<file path="src/hdl/spi_flash_pkg.sv">
// constants, types and encodings shared by the spi flash command slave
package spi_flash_pkg;

    // =========================================================
    // command opcodes
    localparam logic [7:0] latch_set_cmd        = 8'h06;
    localparam logic [7:0] latch_clear_cmd      = 8'h04;
    localparam logic [7:0] status_read_cmd      = 8'h05;
    localparam logic [7:0] status_write_cmd     = 8'h01;
    localparam logic [7:0] data_read_cmd        = 8'h03;
    localparam logic [7:0] data_write_cmd       = 8'h02;
    localparam logic [7:0] part_erase_cmd       = 8'h20;
    localparam logic [7:0] full_array_erase_cmd = 8'h60;

    // =========================================================
    // status register layout
    localparam int         ST_BUSY       = 0;
    localparam int         ST_LATCH      = 1;
    localparam int         ST_PROT_LO    = 2;
    localparam int         ST_PROT_HI    = 3;
    localparam int         STATUS_W      = 8;
    localparam logic [7:0] STATUS_RESET  = 8'h00;
    localparam logic [3:0] STATUS_UNUSED = 4'h0;

    // =========================================================
    // bit counts, widths and limits; the LAST values give the index of the last bit
    localparam logic [4:0] OPC_LAST       = 5'h07;
    localparam logic [4:0] EXT_FIELD_LAST = 5'h0F;
    localparam logic [4:0] BASE_FIELD_LAST = 5'h07;
    localparam logic [4:0] STAT_LAST      = 5'h07;
    localparam logic [4:0] STAT_EXACT     = 5'h08;
    localparam logic [4:0] STAT_OVER      = 5'h09;
    localparam int         EXT_DATA_W     = 16;
    localparam int         BASE_DATA_W    = 8;
    localparam int         ADDR_W         = 9;
    localparam int         EXT_SECTOR_BIT = 8;
    localparam logic [7:0] BASE_LAST_ADDR = 8'hFF;

    // =========================================================
    // erase sector selects
    localparam logic [1:0] ERASE_SECTOR_ZERO = 2'h1;
    localparam logic [1:0] ERASE_SECTOR_ONE  = 2'h2;
    localparam logic [1:0] ERASE_BOTH        = 2'h3;

    // interface sequencer states
    typedef enum logic [2:0] {
        IF_OPCODE,
        IF_ADDR,
        IF_RD_DATA,
        IF_WR_DATA,
        IF_STAT_OUT,
        IF_STAT_IN,
        IF_IGNORE
    } if_state_e;

    // serial pins sampled together
    typedef struct packed {
        logic sck;
        logic cs_n;
        logic si;
    } spi_pins_s;

endpackage

</file>
<file path="src/hdl/spi_flash_command_slave.sv">
// spi slave command interpreter in front of the user flash array
//
// What this block does
// first byte after select must be valid opcode, else ignore until deselect
// chip select high returns to idle; each request starts at falling select
// decode 06 latch set, 04 latch clear, 05 status read
// decode 03 as data read
// decode 02 as data write
// decode 20 as one sector erase, 60 as whole array erase
// status bits 7..4 zero, 3..2 protection, 1 latch, 0 busy; reset zero
// latch bit reads 1 when writes enabled, 0 otherwise
// busy bit reads 1 during internal write or erase
// read-only build has no status register at all
// every field shifts most significant bit first
// extended address is 16 bits; first seven dropped, nine kept
// extended read streams incrementing words, wrapping to zero
// read stream continues until chip select rises
// read opcode ignored while programming is in progress
// base read takes byte address, increments, stops at 255
// base read floats output after last bit of address 255
// master writes only locations already erased to all ones
// write opcode ignored while programming is in progress
// write data skipped unless latch set and address unprotected
// extended write takes one 16-bit word, base one byte
// internal write or erase starts only after chip select rises
// extended sector erase: address bit after seven dropped picks sector
// sector erase needs latch set and sector unprotected
// base sector erase has no address, always erases sector zero
// decode 01 as status write
// sample input on rising serial clock, drive output on falling
// base mode 8-bit address and data, extended mode 16-bit
// write and erase leave latch alone; only latch clear resets it
// bits after write data are ignored until deselect
`timescale 1ns/1ps
`default_nettype none

module spi_flash_command_slave
    import spi_flash_pkg::*;
#(
    parameter bit EXTENDED  = 1'b1,
    parameter bit READ_ONLY = 1'b0
) (
    input  wire logic          clk,
    input  wire logic          reset,
    input  wire logic          sck,
    input  wire logic          cs_n,
    input  wire logic          si,
    output logic               so_out,
    output logic               so_oe_n,
    output logic               rd_req,
    output logic [ADDR_W-1:0]  rd_addr,
    input  wire logic          rd_valid,
    input  wire logic [15:0]   rd_data,
    output logic               prog_start,
    output logic [ADDR_W-1:0]  prog_addr,
    output logic [15:0]        prog_data,
    output logic               erase_start,
    output logic [1:0]         erase_sel,
    input  wire logic          flash_busy,
    output logic [7:0]         flash_interface_status
);

    // =========================================================
    // mode dependent widths
    localparam int         DATA_W     = EXTENDED ? EXT_DATA_W : BASE_DATA_W;
    localparam logic [4:0] FIELD_LAST = EXTENDED ? EXT_FIELD_LAST
                                                 : BASE_FIELD_LAST;

    spi_pins_s   pin_s1_r;
    spi_pins_s   pin_s2_r;
    logic        sck_d_r;
    logic        cs_d_r;
    if_state_e   state_r;
    logic [4:0]  bit_cnt_r;
    logic [15:0] shift_in_r;
    logic [7:0]  opcode_r;
    logic [15:0] tx_r;
    logic [15:0] word_r;
    logic [4:0]  tx_idx_r;
    logic        last_r;
    logic        latch_r;
    logic [1:0]  prot_r;
    logic        busy_r;
    logic        pend_prog_r;
    logic        pend_erase_r;
    logic [1:0]  pend_sel_r;

    // =========================================================
    // pin synchroniser; only the second stage is looked at
    always_ff @(posedge clk) begin
        if (reset) begin
            pin_s1_r <= '{sck: 1'b0, cs_n: 1'b1, si: 1'b0};
            pin_s2_r <= '{sck: 1'b0, cs_n: 1'b1, si: 1'b0};
            sck_d_r  <= 1'b0;
            cs_d_r   <= 1'b1;
        end else begin
            pin_s1_r <= '{sck: sck, cs_n: cs_n, si: si};
            pin_s2_r <= pin_s1_r;
            sck_d_r  <= pin_s2_r.sck;
            cs_d_r   <= pin_s2_r.cs_n;
        end
    end

    // edge events seen by the system clock
    wire selected = ~pin_s2_r.cs_n;
    wire sck_rise = selected & pin_s2_r.sck & ~sck_d_r;
    wire sck_fall = selected & ~pin_s2_r.sck & sck_d_r;
    wire cs_rise  = pin_s2_r.cs_n & ~cs_d_r;

    // incoming bits enter at the bottom so the first is the msb
    wire [15:0] shift_nxt = {shift_in_r[14:0], pin_s2_r.si};
    wire [7:0]  opc_byte  = shift_nxt[7:0];
    wire        opc_full  = sck_rise & (state_r == IF_OPCODE)
                            & (bit_cnt_r == OPC_LAST);

    // =========================================================
    // opcode qualification; during busy only status read survives
    wire rw_ok        = ~READ_ONLY & ~busy_r;
    wire op_read      = (opc_byte == data_read_cmd) & ~busy_r;
    wire op_write     = (opc_byte == data_write_cmd) & rw_ok;
    wire op_set       = (opc_byte == latch_set_cmd) & rw_ok;
    wire op_clear     = (opc_byte == latch_clear_cmd) & rw_ok;
    wire op_stat_rd   = (opc_byte == status_read_cmd) & ~READ_ONLY;
    wire op_stat_wr   = (opc_byte == status_write_cmd) & rw_ok;
    wire op_perase    = (opc_byte == part_erase_cmd) & rw_ok;
    wire op_ferase    = (opc_byte == full_array_erase_cmd) & rw_ok;
    wire needs_addr   = op_read | op_write | (op_perase & EXTENDED);

    // latch set, latch clear and address-free erases fall into the wait
    wire if_state_e op_next = needs_addr ? IF_ADDR :
                              op_stat_rd ? IF_STAT_OUT :
                              op_stat_wr ? IF_STAT_IN : IF_IGNORE;

    // =========================================================
    // address phase
    wire addr_done = sck_rise & (state_r == IF_ADDR)
                     & (bit_cnt_r == FIELD_LAST);
    // extended keeps the low nine bits, dropping the first seven
    wire [ADDR_W-1:0] cap_addr = EXTENDED ? shift_nxt[ADDR_W-1:0]
                                          : {1'b0, shift_nxt[7:0]};
    wire sector_bit  = shift_nxt[EXT_SECTOR_BIT];
    wire protected_w = &prot_r;
    wire wr_allowed  = latch_r & ~protected_w;
    wire is_read_op  = (opcode_r == data_read_cmd);
    wire is_write_op = (opcode_r == data_write_cmd);
    wire if_state_e addr_next = is_read_op ? IF_RD_DATA :
                                (is_write_op & wr_allowed) ? IF_WR_DATA :
                                IF_IGNORE;
    wire data_last = (bit_cnt_r == FIELD_LAST);
    wire wr_done   = sck_rise & (state_r == IF_WR_DATA) & data_last;

    // =========================================================
    // interface sequencer: deselect forces idle
    always_ff @(posedge clk) begin
        if (reset) begin
            state_r    <= IF_OPCODE;
            bit_cnt_r  <= 5'h00;
            shift_in_r <= 16'h0000;
            opcode_r   <= 8'h00;
        end else if (!selected) begin
            state_r   <= IF_OPCODE;
            bit_cnt_r <= 5'h00;
        end else if (sck_rise) begin
            shift_in_r <= shift_nxt;
            case (state_r)
                IF_OPCODE: begin
                    if (bit_cnt_r == OPC_LAST) begin
                        opcode_r  <= opc_byte;
                        bit_cnt_r <= 5'h00;
                        state_r   <= op_next;
                    end else begin
                        bit_cnt_r <= bit_cnt_r + 5'h01;
                    end
                end
                IF_ADDR: begin
                    if (bit_cnt_r == FIELD_LAST) begin
                        bit_cnt_r <= 5'h00;
                        state_r   <= addr_next;
                    end else begin
                        bit_cnt_r <= bit_cnt_r + 5'h01;
                    end
                end
                IF_WR_DATA: begin
                    if (data_last) begin
                        state_r <= IF_IGNORE;
                    end else begin
                        bit_cnt_r <= bit_cnt_r + 5'h01;
                    end
                end
                IF_STAT_IN: begin
                    // saturate so a ninth bit is remembered as too long
                    if (bit_cnt_r != STAT_OVER) begin
                        bit_cnt_r <= bit_cnt_r + 5'h01;
                    end
                end
                default: begin
                end
            endcase
        end
    end

    // =========================================================
    // status register; frozen while busy since no other op decodes
    always_ff @(posedge clk) begin
        if (reset) begin
            latch_r <= 1'b0;
            prot_r  <= 2'b00;
            busy_r  <= 1'b0;
        end else begin
            // busy covers the start pulse until the engine answers
            busy_r <= ~READ_ONLY & (flash_busy | prog_start
                                    | erase_start);
            if (opc_full & op_set) begin
                latch_r <= 1'b1;
            end else if (opc_full & op_clear) begin
                latch_r <= 1'b0;
            end
            // exactly eight bits, else the status write is dropped
            if (cs_rise & (state_r == IF_STAT_IN)
                & (bit_cnt_r == STAT_EXACT)) begin
                prot_r <= shift_in_r[ST_PROT_HI:ST_PROT_LO];
            end
        end
    end

    // read-only build keeps the register at zero
    wire [7:0] status_w = READ_ONLY ? STATUS_RESET :
                          {STATUS_UNUSED, prot_r, latch_r, busy_r};

    always_ff @(posedge clk) begin
        if (reset) begin
            flash_interface_status <= STATUS_RESET;
        end else begin
            flash_interface_status <= status_w;
        end
    end

    // =========================================================
    // deferred program and erase, launched at deselect
    always_ff @(posedge clk) begin
        if (reset) begin
            pend_prog_r  <= 1'b0;
            pend_erase_r <= 1'b0;
            pend_sel_r   <= 2'b00;
            prog_start   <= 1'b0;
            prog_addr    <= '0;
            prog_data    <= 16'h0000;
            erase_start  <= 1'b0;
            erase_sel    <= 2'b00;
        end else begin
            prog_start  <= 1'b0;
            erase_start <= 1'b0;
            if (addr_done & is_write_op) begin
                prog_addr <= cap_addr;
            end
            if (wr_done) begin
                pend_prog_r <= 1'b1;
                prog_data   <= EXTENDED ? shift_nxt
                                        : {8'h00, shift_nxt[7:0]};
            end
            if (addr_done & (opcode_r == part_erase_cmd) & wr_allowed) begin
                pend_erase_r <= 1'b1;
                pend_sel_r   <= sector_bit ? ERASE_SECTOR_ONE
                                           : ERASE_SECTOR_ZERO;
            end
            if (opc_full & ((op_perase & ~EXTENDED) | op_ferase)
                & wr_allowed) begin
                pend_erase_r <= 1'b1;
                pend_sel_r   <= (op_ferase & EXTENDED) ? ERASE_BOTH
                                                       : ERASE_SECTOR_ZERO;
            end
            if (cs_rise) begin
                prog_start   <= pend_prog_r;
                erase_start  <= pend_erase_r;
                erase_sel    <= pend_sel_r;
                pend_prog_r  <= 1'b0;
                pend_erase_r <= 1'b0;
            end
        end
    end

    // =========================================================
    // serial output: data words, or bytes in base mode, for reads, repeating status byte
    wire rd_edge  = sck_fall & (state_r == IF_RD_DATA);
    wire st_edge  = sck_fall & (state_r == IF_STAT_OUT);
    wire end_addr = ~EXTENDED & (rd_addr[7:0] == BASE_LAST_ADDR);

    // fetched word waits here; the shifter keeps its own copy
    always_ff @(posedge clk) begin
        if (reset) begin
            word_r <= 16'h0000;
        end else if (rd_valid) begin
            word_r <= rd_data;
        end
    end

    always_ff @(posedge clk) begin
        if (reset) begin
            so_out   <= 1'b0;
            so_oe_n  <= 1'b1;
            tx_r     <= 16'h0000;
            tx_idx_r <= 5'h00;
            last_r   <= 1'b0;
            rd_req   <= 1'b0;
            rd_addr  <= '0;
        end else begin
            rd_req <= 1'b0;
            if (!selected) begin
                so_oe_n  <= 1'b1;
                tx_idx_r <= 5'h00;
                last_r   <= 1'b0;
            end else begin
                if (addr_done & is_read_op) begin
                    rd_addr <= cap_addr;
                    rd_req  <= 1'b1;
                end
                if (rd_edge) begin
                    if (tx_idx_r != 5'h00) begin
                        so_out <= tx_r[DATA_W-1];
                        tx_r   <= {tx_r[14:0], 1'b0};
                    end else if (last_r) begin
                        so_oe_n <= 1'b1;
                    end else begin
                        so_out  <= word_r[DATA_W-1];
                        tx_r    <= {word_r[14:0], 1'b0};
                        so_oe_n <= 1'b0;
                        // prefetch the next word while this one shifts
                        if (end_addr) begin
                            last_r <= 1'b1;
                        end else begin
                            rd_addr <= rd_addr + 9'h001;
                            rd_req  <= 1'b1;
                        end
                    end
                    tx_idx_r <= (tx_idx_r == FIELD_LAST) ? 5'h00
                                                         : tx_idx_r + 5'h01;
                end
                if (st_edge) begin
                    if (tx_idx_r == 5'h00) begin
                        so_out <= flash_interface_status[STATUS_W-1];
                        tx_r   <= {8'h00, flash_interface_status[6:0], 1'b0};
                    end else begin
                        so_out <= tx_r[STATUS_W-1];
                        tx_r   <= {tx_r[14:0], 1'b0};
                    end
                    so_oe_n  <= 1'b0;
                    tx_idx_r <= (tx_idx_r == STAT_LAST) ? 5'h00
                                                        : tx_idx_r + 5'h01;
                end
            end
        end
    end

    // =========================================================
    // checks next to the logic they guard
    property p_bad_opcode_waits;
        @(posedge clk) disable iff (reset)
        opc_full & (op_next == IF_IGNORE) & ~op_set |=> state_r == IF_IGNORE;
    endproperty
    a_bad_opcode_waits: assert property (p_bad_opcode_waits)
        else $error("unknown opcode did not park the sequencer");

    property p_deselect_idle;
        @(posedge clk) disable iff (reset)
        cs_rise |=> (state_r == IF_OPCODE) && (bit_cnt_r == 5'h00)
                    && so_oe_n;
    endproperty
    a_deselect_idle: assert property (p_deselect_idle)
        else $error("deselect did not return to idle");

    property p_latch_set;
        @(posedge clk) disable iff (reset)
        opc_full & op_set |=> ##1 flash_interface_status[ST_LATCH];
    endproperty
    a_latch_set: assert property (p_latch_set)
        else $error("latch set opcode did not set the latch bit");

    property p_status_upper_zero;
        @(posedge clk) disable iff (reset)
        flash_interface_status[7:4] == STATUS_UNUSED;
    endproperty
    a_status_upper_zero: assert property (p_status_upper_zero)
        else $error("status upper bits not zero");

    property p_busy_follows;
        @(posedge clk) disable iff (reset)
        flash_busy & ~READ_ONLY |=> ##1 flash_interface_status[ST_BUSY];
    endproperty
    a_busy_follows: assert property (p_busy_follows)
        else $error("busy flag missed engine activity");

    property p_read_only_empty;
        @(posedge clk) disable iff (reset)
        READ_ONLY |-> flash_interface_status == STATUS_RESET;
    endproperty
    a_read_only_empty: assert property (p_read_only_empty)
        else $error("read-only build shows a status register");

    property p_start_after_deselect;
        @(posedge clk) disable iff (reset)
        prog_start | erase_start |-> $past(cs_rise) && pin_s2_r.cs_n;
    endproperty
    a_start_after_deselect: assert property (p_start_after_deselect)
        else $error("internal cycle started while selected");

    property p_busy_blocks_read;
        @(posedge clk) disable iff (reset)
        opc_full & busy_r & (opc_byte == data_read_cmd)
        |=> state_r == IF_IGNORE ##1 !rd_req [*4];
    endproperty
    a_busy_blocks_read: assert property (p_busy_blocks_read)
        else $error("read accepted during programming");

    property p_write_skipped;
        @(posedge clk) disable iff (reset)
        addr_done & is_write_op & ~wr_allowed |=> state_r == IF_IGNORE;
    endproperty
    a_write_skipped: assert property (p_write_skipped)
        else $error("write data accepted without latch or while protected");

endmodule

`default_nettype wire

</file>
<file path="config.mk">
export PLATFORM = sky130hd
export DESIGN_NAME = spi_flash_command_slave
export DESIGN_NICKNAME = d
export VERILOG_FILES = /design/src/hdl/spi_flash_pkg.sv /design/src/hdl/spi_flash_command_slave.sv
export SDC_FILE = /design/constraint.sdc
export NUM_CORES = 1
export LEC_CHECK = 0
export BUFFER_PORTS_ARGS = -buffer_cell sky130_fd_sc_hd__buf_2
export CELL_PAD_IN_SITES_DETAIL_PLACEMENT = 1
export CELL_PAD_IN_SITES_GLOBAL_PLACEMENT = 1
export CORE_MARGIN = 2
export CORE_UTILIZATION = 43
export DETAILED_ROUTE_END_ITERATION = 16
export HOLD_SLACK_MARGIN = 0.1
export PLACE_DENSITY_LB_ADDON = 0.1
export SLEW_MARGIN = 20
export SYNTH_ARGS = -nofsm -noshare
export SYNTH_HDL_FRONTEND = slang
export SYNTH_SLANG_ARGS = --single-unit
export TNS_END_PERCENT = 1
</file>
<file path="constraint.sdc">
create_clock -name clk -period 3.3 [get_ports clk]
set_input_delay 0.495 -clock clk [delete_from_list [all_inputs] [get_ports clk]]
set_output_delay 0.495 -clock clk [all_outputs]
set_load 0.05 [all_outputs]
</file>
* Word level (Yosys, flattened, before mapping)
Index checks and enable logic that the tools add are counted.
Storage, ports and cells: register bits after elaboration 134, input port bits 23, word-level logic and storage cells 176
Operators by class: $add $sub $neg 3, equal/unequal tests 29, mux-type cells 48, bitwise operators 44, reduce and logical (&&, ||, !) cells 19
Operator list (count):
- $mux 16 | 5
- $mux 5 | 8
- $mux 9 | 4
- $and 1x1->1 | 32
- $eq 8x2->1 const B | 4
- $eq 8x3->1 const B | 3
- $pmux 5 s4 | 1
- $mux 3 | 6
- $mux 1 | 17
- $eq 8x6->1 const B | 2
- $eq 5x4->1 const B | 3
- $mux 2 | 6
- $add 5x1->5 const B | 2
- $eq 5x3->1 const B | 2
- $ne 2x2->1 const B | 5
- $add 9x1->9 const B | 1
- $pmux 3 s3 | 1
- $eq 8x1->1 const B | 1
- $eq 8x7->1 const B | 1
- $not 1->1 | 8
- $reduce_and 2->1 | 4
- $reduce_and 4->1 | 2
- $eq 3x2->1 const B | 2
- $eq 3x3->1 const B | 2
- 14 further kinds | 21

* Logic depth before layout (Yosys ltp)
Gate-level depths: netlist of the first run.
word-level depth 10, mapped depth 9

* Least setup slack after synthesis of the first run
Ideal clock, no wire load.
kind register -> register, start point reg tx_idx_r[0], end point reg rd_addr[6], data arrival time 2201 ps, setup slack 1025 ps, stages on the path, launching flop included 8, buffers on the path 1, cell sequence dfxtp_1 -> inv_1 -> ha_1 -> or4b_1 -> buf_2 -> or4_4 -> or4_1 -> a31oi_1
Between the ends: word-level cells in the longest chain between the ends 3
Ends and longest elaborated chain:
- start: declaration | line spi_flash_command_slave.sv:79 | logic [4:0] tx_idx_r;
- start signal: assignment | line spi_flash_command_slave.sv:335 | tx_idx_r <= (tx_idx_r == FIELD_LAST) ? 5'h00
- start signal: assignment | line spi_flash_command_slave.sv:347 | tx_idx_r <= (tx_idx_r == STAT_LAST) ? 5'h00
- $reduce_bool 5->1 | line spi_flash_command_slave.sv:318 | if (tx_idx_r != 5'h00) begin
- $mux 9 | line spi_flash_command_slave.sv:318
- $mux 9 | line spi_flash_command_slave.sv:317 | if (rd_edge) begin
- end signal: assignment | line spi_flash_command_slave.sv:314 | rd_addr <= cap_addr;
- end signal: assignment | line spi_flash_command_slave.sv:331 | rd_addr <= rd_addr + 9'h001;
- end: declaration | line spi_flash_command_slave.sv:51 | output logic [ADDR_W-1:0] rd_addr,
No other way between the ends. A chain may end at the register's enable or synchronous reset.

* Final worst setup path of the first run
start point reg bit_cnt_r[0], end point reg rd_addr[4]
Between the ends: word-level cells in the longest chain between the ends 7
Ends and longest elaborated chain:
- start: declaration | line spi_flash_command_slave.sv:74 | logic [4:0] bit_cnt_r;
- start signal: assignment | line spi_flash_command_slave.sv:172 | bit_cnt_r <= bit_cnt_r + 5'h01;
- start signal: assignment | line spi_flash_command_slave.sv:180 | bit_cnt_r <= bit_cnt_r + 5'h01;
- start signal: assignment | line spi_flash_command_slave.sv:187 | bit_cnt_r <= bit_cnt_r + 5'h01;
- $eq 5x4->1 * | line spi_flash_command_slave.sv:137 | & (bit_cnt_r == FIELD_LAST);
- $and 1x1->1 * | line spi_flash_command_slave.sv:137
- $and 1x1->1 * | line spi_flash_command_slave.sv:313 | if (addr_done & is_read_op) begin
- $mux 9 * | line spi_flash_command_slave.sv:313
- $mux 9 | line spi_flash_command_slave.sv:321 | end else if (last_r) begin
- $mux 9 | line spi_flash_command_slave.sv:318
- $mux 9 * | line spi_flash_command_slave.sv:317
Every way passes the cells marked *; elsewhere a longest branch is shown, timed or not.

==> results of run 1 <==
-- flip-flops by register name, summed over array words and instances (netlist names), 2 cells and up --
name                    cells
shift_in_r                 15
prog_data                  16
state_r                     3
flash_interface_status      4
pend_sel_r                  2
pin_s2_r                    2
rd_addr                     9
tx_idx_r                    5
tx_r                       15
pin_s1_r                    3
opcode_r                    8
prog_addr                   9
bit_cnt_r                   5
prot_r                      2
word_r                     16
erase_sel                   2
-- where the power goes --
part	switching, W	leakage, nW	internal, W	total (W)
clock	0.000679	0.290	0.00123	0.00191
sequential	0.0000149	1.04	0.00156	0.00158
combinational	0.0000607	1.32	0.0000324	0.0000931
-- metal layers --
layer	routed length, um	vias up	GRT usage, %	share of wire [%]
met5	0	-	0	0
met4	165	0	6.17	1.0
met3	556	15	5.57	3.5
met2	7890	88	41.1	50
met1	7130	2440	29.4	45
li1	-	2372	-	-
-- through the flow --
step                      cell area [um2]  hold WS (ns)  total power [W]  setup WS (ns)  cells
after floorplan                      5610         0.389          0.00168           1.02    646
after global placement               6060         0.422          0.00170          0.804    845
after detailed placement             6060         0.421          0.00171          0.576    845
after CTS                            6660         0.254          0.00361          0.538    875
after global routing                 6660         0.265          0.00370          0.319    875
final                                6660         0.261          0.00358          0.543    875
-- cells in the final DEF (no fill, tap or decap), drive strengths merged, types with 4 or more instances in the layout --
cell type  instances
clkinv             4
mux2i             38
a21boi             5
nor3              20
and3               4
nor2              64
inv               15
nand2             59
nand4             10
a211oi            12
a22oi              4
nor2b             13
nand3             28
buf               83
conb               4
and4               5
dfxtp            128
a2bb2oi           13
a31oi             12
clkbuf            20
ha                10
or4                7
xnor2              4
nand2b             9
o21ai             20
o211ai             6
nor4b              6
a21oi             49
-- worst max-delay path by stage --
stage	startpoint	endpoint	slack (ns)	cells past startpoint
floorplan	tx_idx_r[0]	rd_addr[6]	1.02	7
global placement	state_r[0]	rd_addr[6]	0.80	5
detailed placement	bit_cnt_r[0]	rd_addr[4]	0.58	8
CTS	bit_cnt_r[0]	rd_addr[4]	0.54	8
global route	bit_cnt_r[0]	rd_addr[4]	0.32	8
finish	bit_cnt_r[0]	rd_addr[4]	0.54	8
-- area by class of cell --
class                           count  area, um2  area share (%)
Multi-Input combinational cell    447       2770            41.5
Sequential cell                   128       2560            38.5
Clock buffer                       20        467            7.00
Timing Repair Buffer               83        458            6.87
Tap cell                          172        215            3.23
Clock inverter                     10        136            2.05
Inverter                           15       56.3           0.845
-- logic make-up (layout without fill, tap and decap cells) --
group / after synthesis / count (layout) / synth area share (%)
simple gates: 247 / 247 / 22.5
compound gates: 139 / 139 / 15.9
flops: 128 / 128 / 45.8
buf+inv: 71 / 128 / 5.21
mux: 40 / 40 / 7.20
fa+ha+maj: 10 / 10 / 2.23
xor+xnor: 7 / 7 / 1.09
other cells: 1 / 4 / 0.0670
==> results.cfg, run 1 <==
[outcome]
run_status = completed

[clock_network]
clock_buffer_count_from_cts = 17
cts_htree_levels = 4
post_cts_hold_buffer_count = 0
worstSkewPairLatency_ns = 0.42
post_cts_resize_count = 0
cts-root-buf = sky130_fd_sc_hd__clkbuf_16
cts_setup_buffers = 0
clock_slew_at_reported_path_ffs_ns = 0.06
cts_tree = done
cts.sinks = 128
clock_tree.buffer_depth = 2

[drt]
dr_total_vias = 4915
remaining_design_rule_violation_count = 0
routed_wire_length_per_instance_um = 18.0
antenna_left = 0
totalWireLength_um = 15700
dr.pass1.iters = 4
via_per_inst = 5.62
drt_iter0_markers = 287

[die]
die_x_um = 118
floorplan.die.height_um = 118
dieArea_um2 = 14000
placement_rows = 41
initial_utilization_pct = 44.2
fp.coreArea_um2 = 12700
num_io_pins = 72

[logic_synthesis]
cell_type_with_the_largest_total_area_after_synthesis = sky130_fd_sc_hd__dfxtp_1
synth_sequential_area_ratio_pct = 45.8
post_synth_most_frequent_cells = sky130_fd_sc_hd__dfxtp_1, sky130_fd_sc_hd__nor2_1, sky130_fd_sc_hd__nand2_1, sky130_fd_sc_hd__a21oi_1, sky130_fd_sc_hd__clkbuf_1
syn-instance-count = 643
synth.avg_cell_area_um2 = 8.71
postSynth.asyncResetShare_pct = 0
synth_warnings = 0
synth.top_cells.by_area = sky130_fd_sc_hd__dfxtp_1, sky130_fd_sc_hd__mux2i_1, sky130_fd_sc_hd__a21oi_1
ys_ff_latch = 128
synthesis.area_um2 = 5600
post-synth-top-count-cell = sky130_fd_sc_hd__dfxtp_1
synth_top_cell_area_share_pct = 45.8
synth-main-ff-cell = sky130_fd_sc_hd__dfxtp_1
synthDistinctLibCells = 59
edff_count_synth = 0

[worst_hold_path]
hold-path-cell-count = 2
worst_hold_check_path_type = in -> reg
whs_endpoint = pin_s1_r[1]
worst_hold_startpoint = cs_n

[global_routing]
grt_start_max_net_pins = 81
grt_pass1_wl_um = 26600
grt_pass1_vias = 5116
gr-total-overflow = 0
gr-usage-all-layers_pct = 23.7
initial_antenna_violation_count = 0

[critical_path]
cp_launch_type = flip-flop
critPathSlowestCell = sky130_fd_sc_hd__nor4bb_1
worst-endpoint-arrival_ns = 3.03
timing.critical_path.fanout_max = 10
cp_slowest_stage_delay_ns = 0.46
critPathMostFrequentCell = sky130_fd_sc_hd__ha_1
critical_setup_path_class = reg -> reg
critPathTopFamily = simple AND/OR/NAND/NOR gates
timing.reg2reg.worst_path_depth = 8
timing.critical_path.buf_inv = 1
cp-end-kind = flip-flop
worstReg2RegEnd = rd_addr[4]
cp_cell_sequence = ha_1, and3_1, ha_1, nor4bb_1, buf_4, nand4_1, mux2i_1, o22ai_1
worstReg2RegStart = bit_cnt_r[0]
setup.reg_to_reg.worst_slack_ns = 0.54
critPathRequiredTime_ns = 3.57

[finish]
area.growth.synth_to_final_pct = 19.0
layout.filler_cells = 1478
antennaDiodeCount = 0
post_route_cells_drive_above_1_share_pct = 17.6
final_util_pct = 52.6
nNetsFinal = 725

[timing]
finalSetupViolations = 0
slew_violations = 0
hold_viol_final = 0
max_freq_ghz = 0.363
fin_tns_setup_ns = 0
slew_headroom_pct = 39.0
rsz0062_at_grt = no
finalWorstPathRequiredPeriod_ns = 2.76
clock-skew-final_ns = 0.00833
final.period_utilization_pct = 83.5
max_slew.worst_pin.slew_ns = 0.903

[power]
leakage_component_of_the_power_nw = 2.65
max-vdd-ir-drop_uv = 355
p_per_area_nw_per_um2 = 538

[placement]
port_buffers = 67
detailedPlacementHpwl_um = 10700
finalWeightedCongestion = 0.818

[run]
cap_violations = 0
No activity file was read; power rests on OpenSTA's default activity.
==> run 2: changes to the inputs <==
==> constraint.sdc (replaced) <==
create_clock -name clk -period 2.8 [get_ports clk]
set_input_delay 0.42 -clock clk [delete_from_list [all_inputs] [get_ports clk]]
set_output_delay 0.42 -clock clk [all_outputs]
set_load 0.05 [all_outputs]
==> run 2 against run 1 <==
Effect of this change:
- clock power grew 12%
- critical path depth is the same
- register-to-register slack lost 0.26 ns
- combinational power grew 25%
- final area grew 0.64%
- fmax grew 9.6%
- utilization grew 0.34 points
==> results.cfg, run 2 (same netlist as run 1, synthesis figures left out) <==
[timing]
slew_headroom_pct = 44.2
finalWorstPathRequiredPeriod_ns = 2.51
slew_violations = 0
clock-skew-final_ns = 0.0120
rsz0062_at_grt = no
final.period_utilization_pct = 89.8
hold_viol_final = 0
worst_slack_ns = 0.285
max_freq_ghz = 0.398
finalSetupViolations = 0
max_slew.worst_pin.slew_ns = 0.830
fin_tns_setup_ns = 0

[clock_network]
clock_slew_at_reported_path_ffs_ns = 0.06
post_cts_hold_buffer_count = 0
cts_htree_levels = 4
cts_tree = done
clock_buffer_count_from_cts = 17
cts.sinks = 128
cts-root-buf = sky130_fd_sc_hd__clkbuf_16
worstSkewPairLatency_ns = 0.41
clock_tree.buffer_depth = 2

[global_routing]
grt_pass1_wl_um = 26600
gr-usage-all-layers_pct = 24.0
grt_pass1_vias = 5165
grt_start_max_net_pins = 62
initial_antenna_violation_count = 0
gr-total-overflow = 0

[critical_path]
critPathRequiredTime_ns = 3.14
cp-end-kind = flip-flop
critPathMostFrequentCell = sky130_fd_sc_hd__ha_1
timing.critical_path.fanout_max = 5
cp_slowest_stage_delay_ns = 0.54
cp_cell_sequence = ha_1, and3_1, ha_1, nor4bb_4, buf_4, nand2_1, or4_1, a31oi_1
critical_setup_path_class = reg -> reg
cp_launch_type = flip-flop
critPathSlowestCell = sky130_fd_sc_hd__or4_1
worst-endpoint-arrival_ns = 2.85

[power]
fin_total_pwr_w = 0.00411
leakage_component_of_the_power_nw = 2.67
max-vdd-ir-drop_uv = 347
p_per_area_nw_per_um2 = 613

[die]
initial_utilization_pct = 44.2
die_x_um = 118
placement_rows = 41
floorplan.die.height_um = 118
num_io_pins = 72
dieArea_um2 = 14000
fp.coreArea_um2 = 12700

[placement]
port_buffers = 67
detailed_place.area_um2 = 6110
finalWeightedCongestion = 0.783
detailedPlacementHpwl_um = 11000
dp_slack_ns = 0.120

[drt]
dr_total_vias = 4910
dr.pass1.iters = 4
antenna_left = 0
detailroute.wirelength.met2_um = 8140
topRoutingLayerUsed = met4
routed_wire_length_per_instance_um = 18.4
totalWireLength_um = 16200
wl_met3_um = 543
remaining_design_rule_violation_count = 0
drt_iter0_markers = 316
via_per_inst = 5.56
m1WireLength_um = 7290

[finish]
fin_area_um2 = 6710
layout.cells.most_common = sky130_fd_sc_hd__dfxtp_1
final_util_pct = 52.9
largest_registers = prog_data: 16 flops, word_r: 16 flops
most_used_cells_in_the_layout_excluding_fill_and_tap_cells = sky130_fd_sc_hd__dfxtp_1, sky130_fd_sc_hd__buf_2, sky130_fd_sc_hd__nor2_1, sky130_fd_sc_hd__nand2_1, sky130_fd_sc_hd__a21oi_1
nNetsFinal = 733
area.growth.synth_to_final_pct = 19.8
layout.filler_cells = 1520
post_route_cells_drive_above_1_share_pct = 18.6
antennaDiodeCount = 0

[outcome]
run_status = completed

[run]
cap_violations = 0

[worst_hold_path]
worst_hold_check_path_type = in -> reg
run 2: changes by cell type in the layout (fill, tap and decap cells not counted), sizes merged:
cell	delta
clkinvlp	+1
bufinv	-1
buf	+8
run 2: worst paths after layout:
check / start / to / slack (ns) / cells past startpoint
setup / recovery: bit_cnt_r[0] / pend_sel_r[1] / 0.29 / 8
hold / removal: cs_n / pin_s1_r[1] / 0.20 / 2
setup reg to reg: bit_cnt_r[0] / pend_sel_r[1] / 0.29 / 8
hold reg to reg: pin_s1_r[1] / pin_s2_r[1] / 0.41 / 1
run 2: area by class of cell:
type | count | area (um2) | area share [%]
Tap cell | 172 | 215 | 3.21
Sequential cell | 128 | 2560 | 38.2
Clock inverter | 10 | 114 | 1.70
Multi-Input combinational cell | 447 | 2780 | 41.5
Inverter | 15 | 56.3 | 0.840
Timing Repair Buffer | 91 | 518 | 7.73
Clock buffer | 20 | 457 | 6.81
run 2: worst max-delay path: cells and delay by family (launching register included):
family / cells / cell delay [ns]
compound gates: 1 / 0.18
fa+ha+maj: 2 / 0.49
buf+inv: 1 / 0.19
flops: 1 / 0.40
simple gates: 4 / 1.19
run 2: per-stage QoR:
stage	std cells	hold WS, ns
after detailed placement	852	0.403
after global routing	883	0.194
final	883	0.203
after floorplan	646	0.389
after CTS	882	0.183
after global placement	852	0.400
run 2: power by group:
| group | internal (W) | switching, W | total (W) | leakage, nW |
|---|---|---|---|---|
| logic | 0.0000399 | 0.0000761 | 0.000116 | 1.36 |
| clock network | 0.00134 | 0.000796 | 0.00214 | 0.270 |
| registers | 0.00184 | 0.0000149 | 0.00186 | 1.04 |
| total | 0.00322 | 0.000887 | 0.00411 | 2.67 |
run 2: layer usage:
layer  GRT usage (%)  vias to the layer above
li1                -                     2388
met1            29.0                     2401
met2            41.4                       99
met3            5.81                       22
met4            8.43                        0
met5               0                        -
run 2: what timing repair did:
item,CTS,global route
buffers inserted,0,1
resized for setup,0,2
setup endpoints to repair,0,20
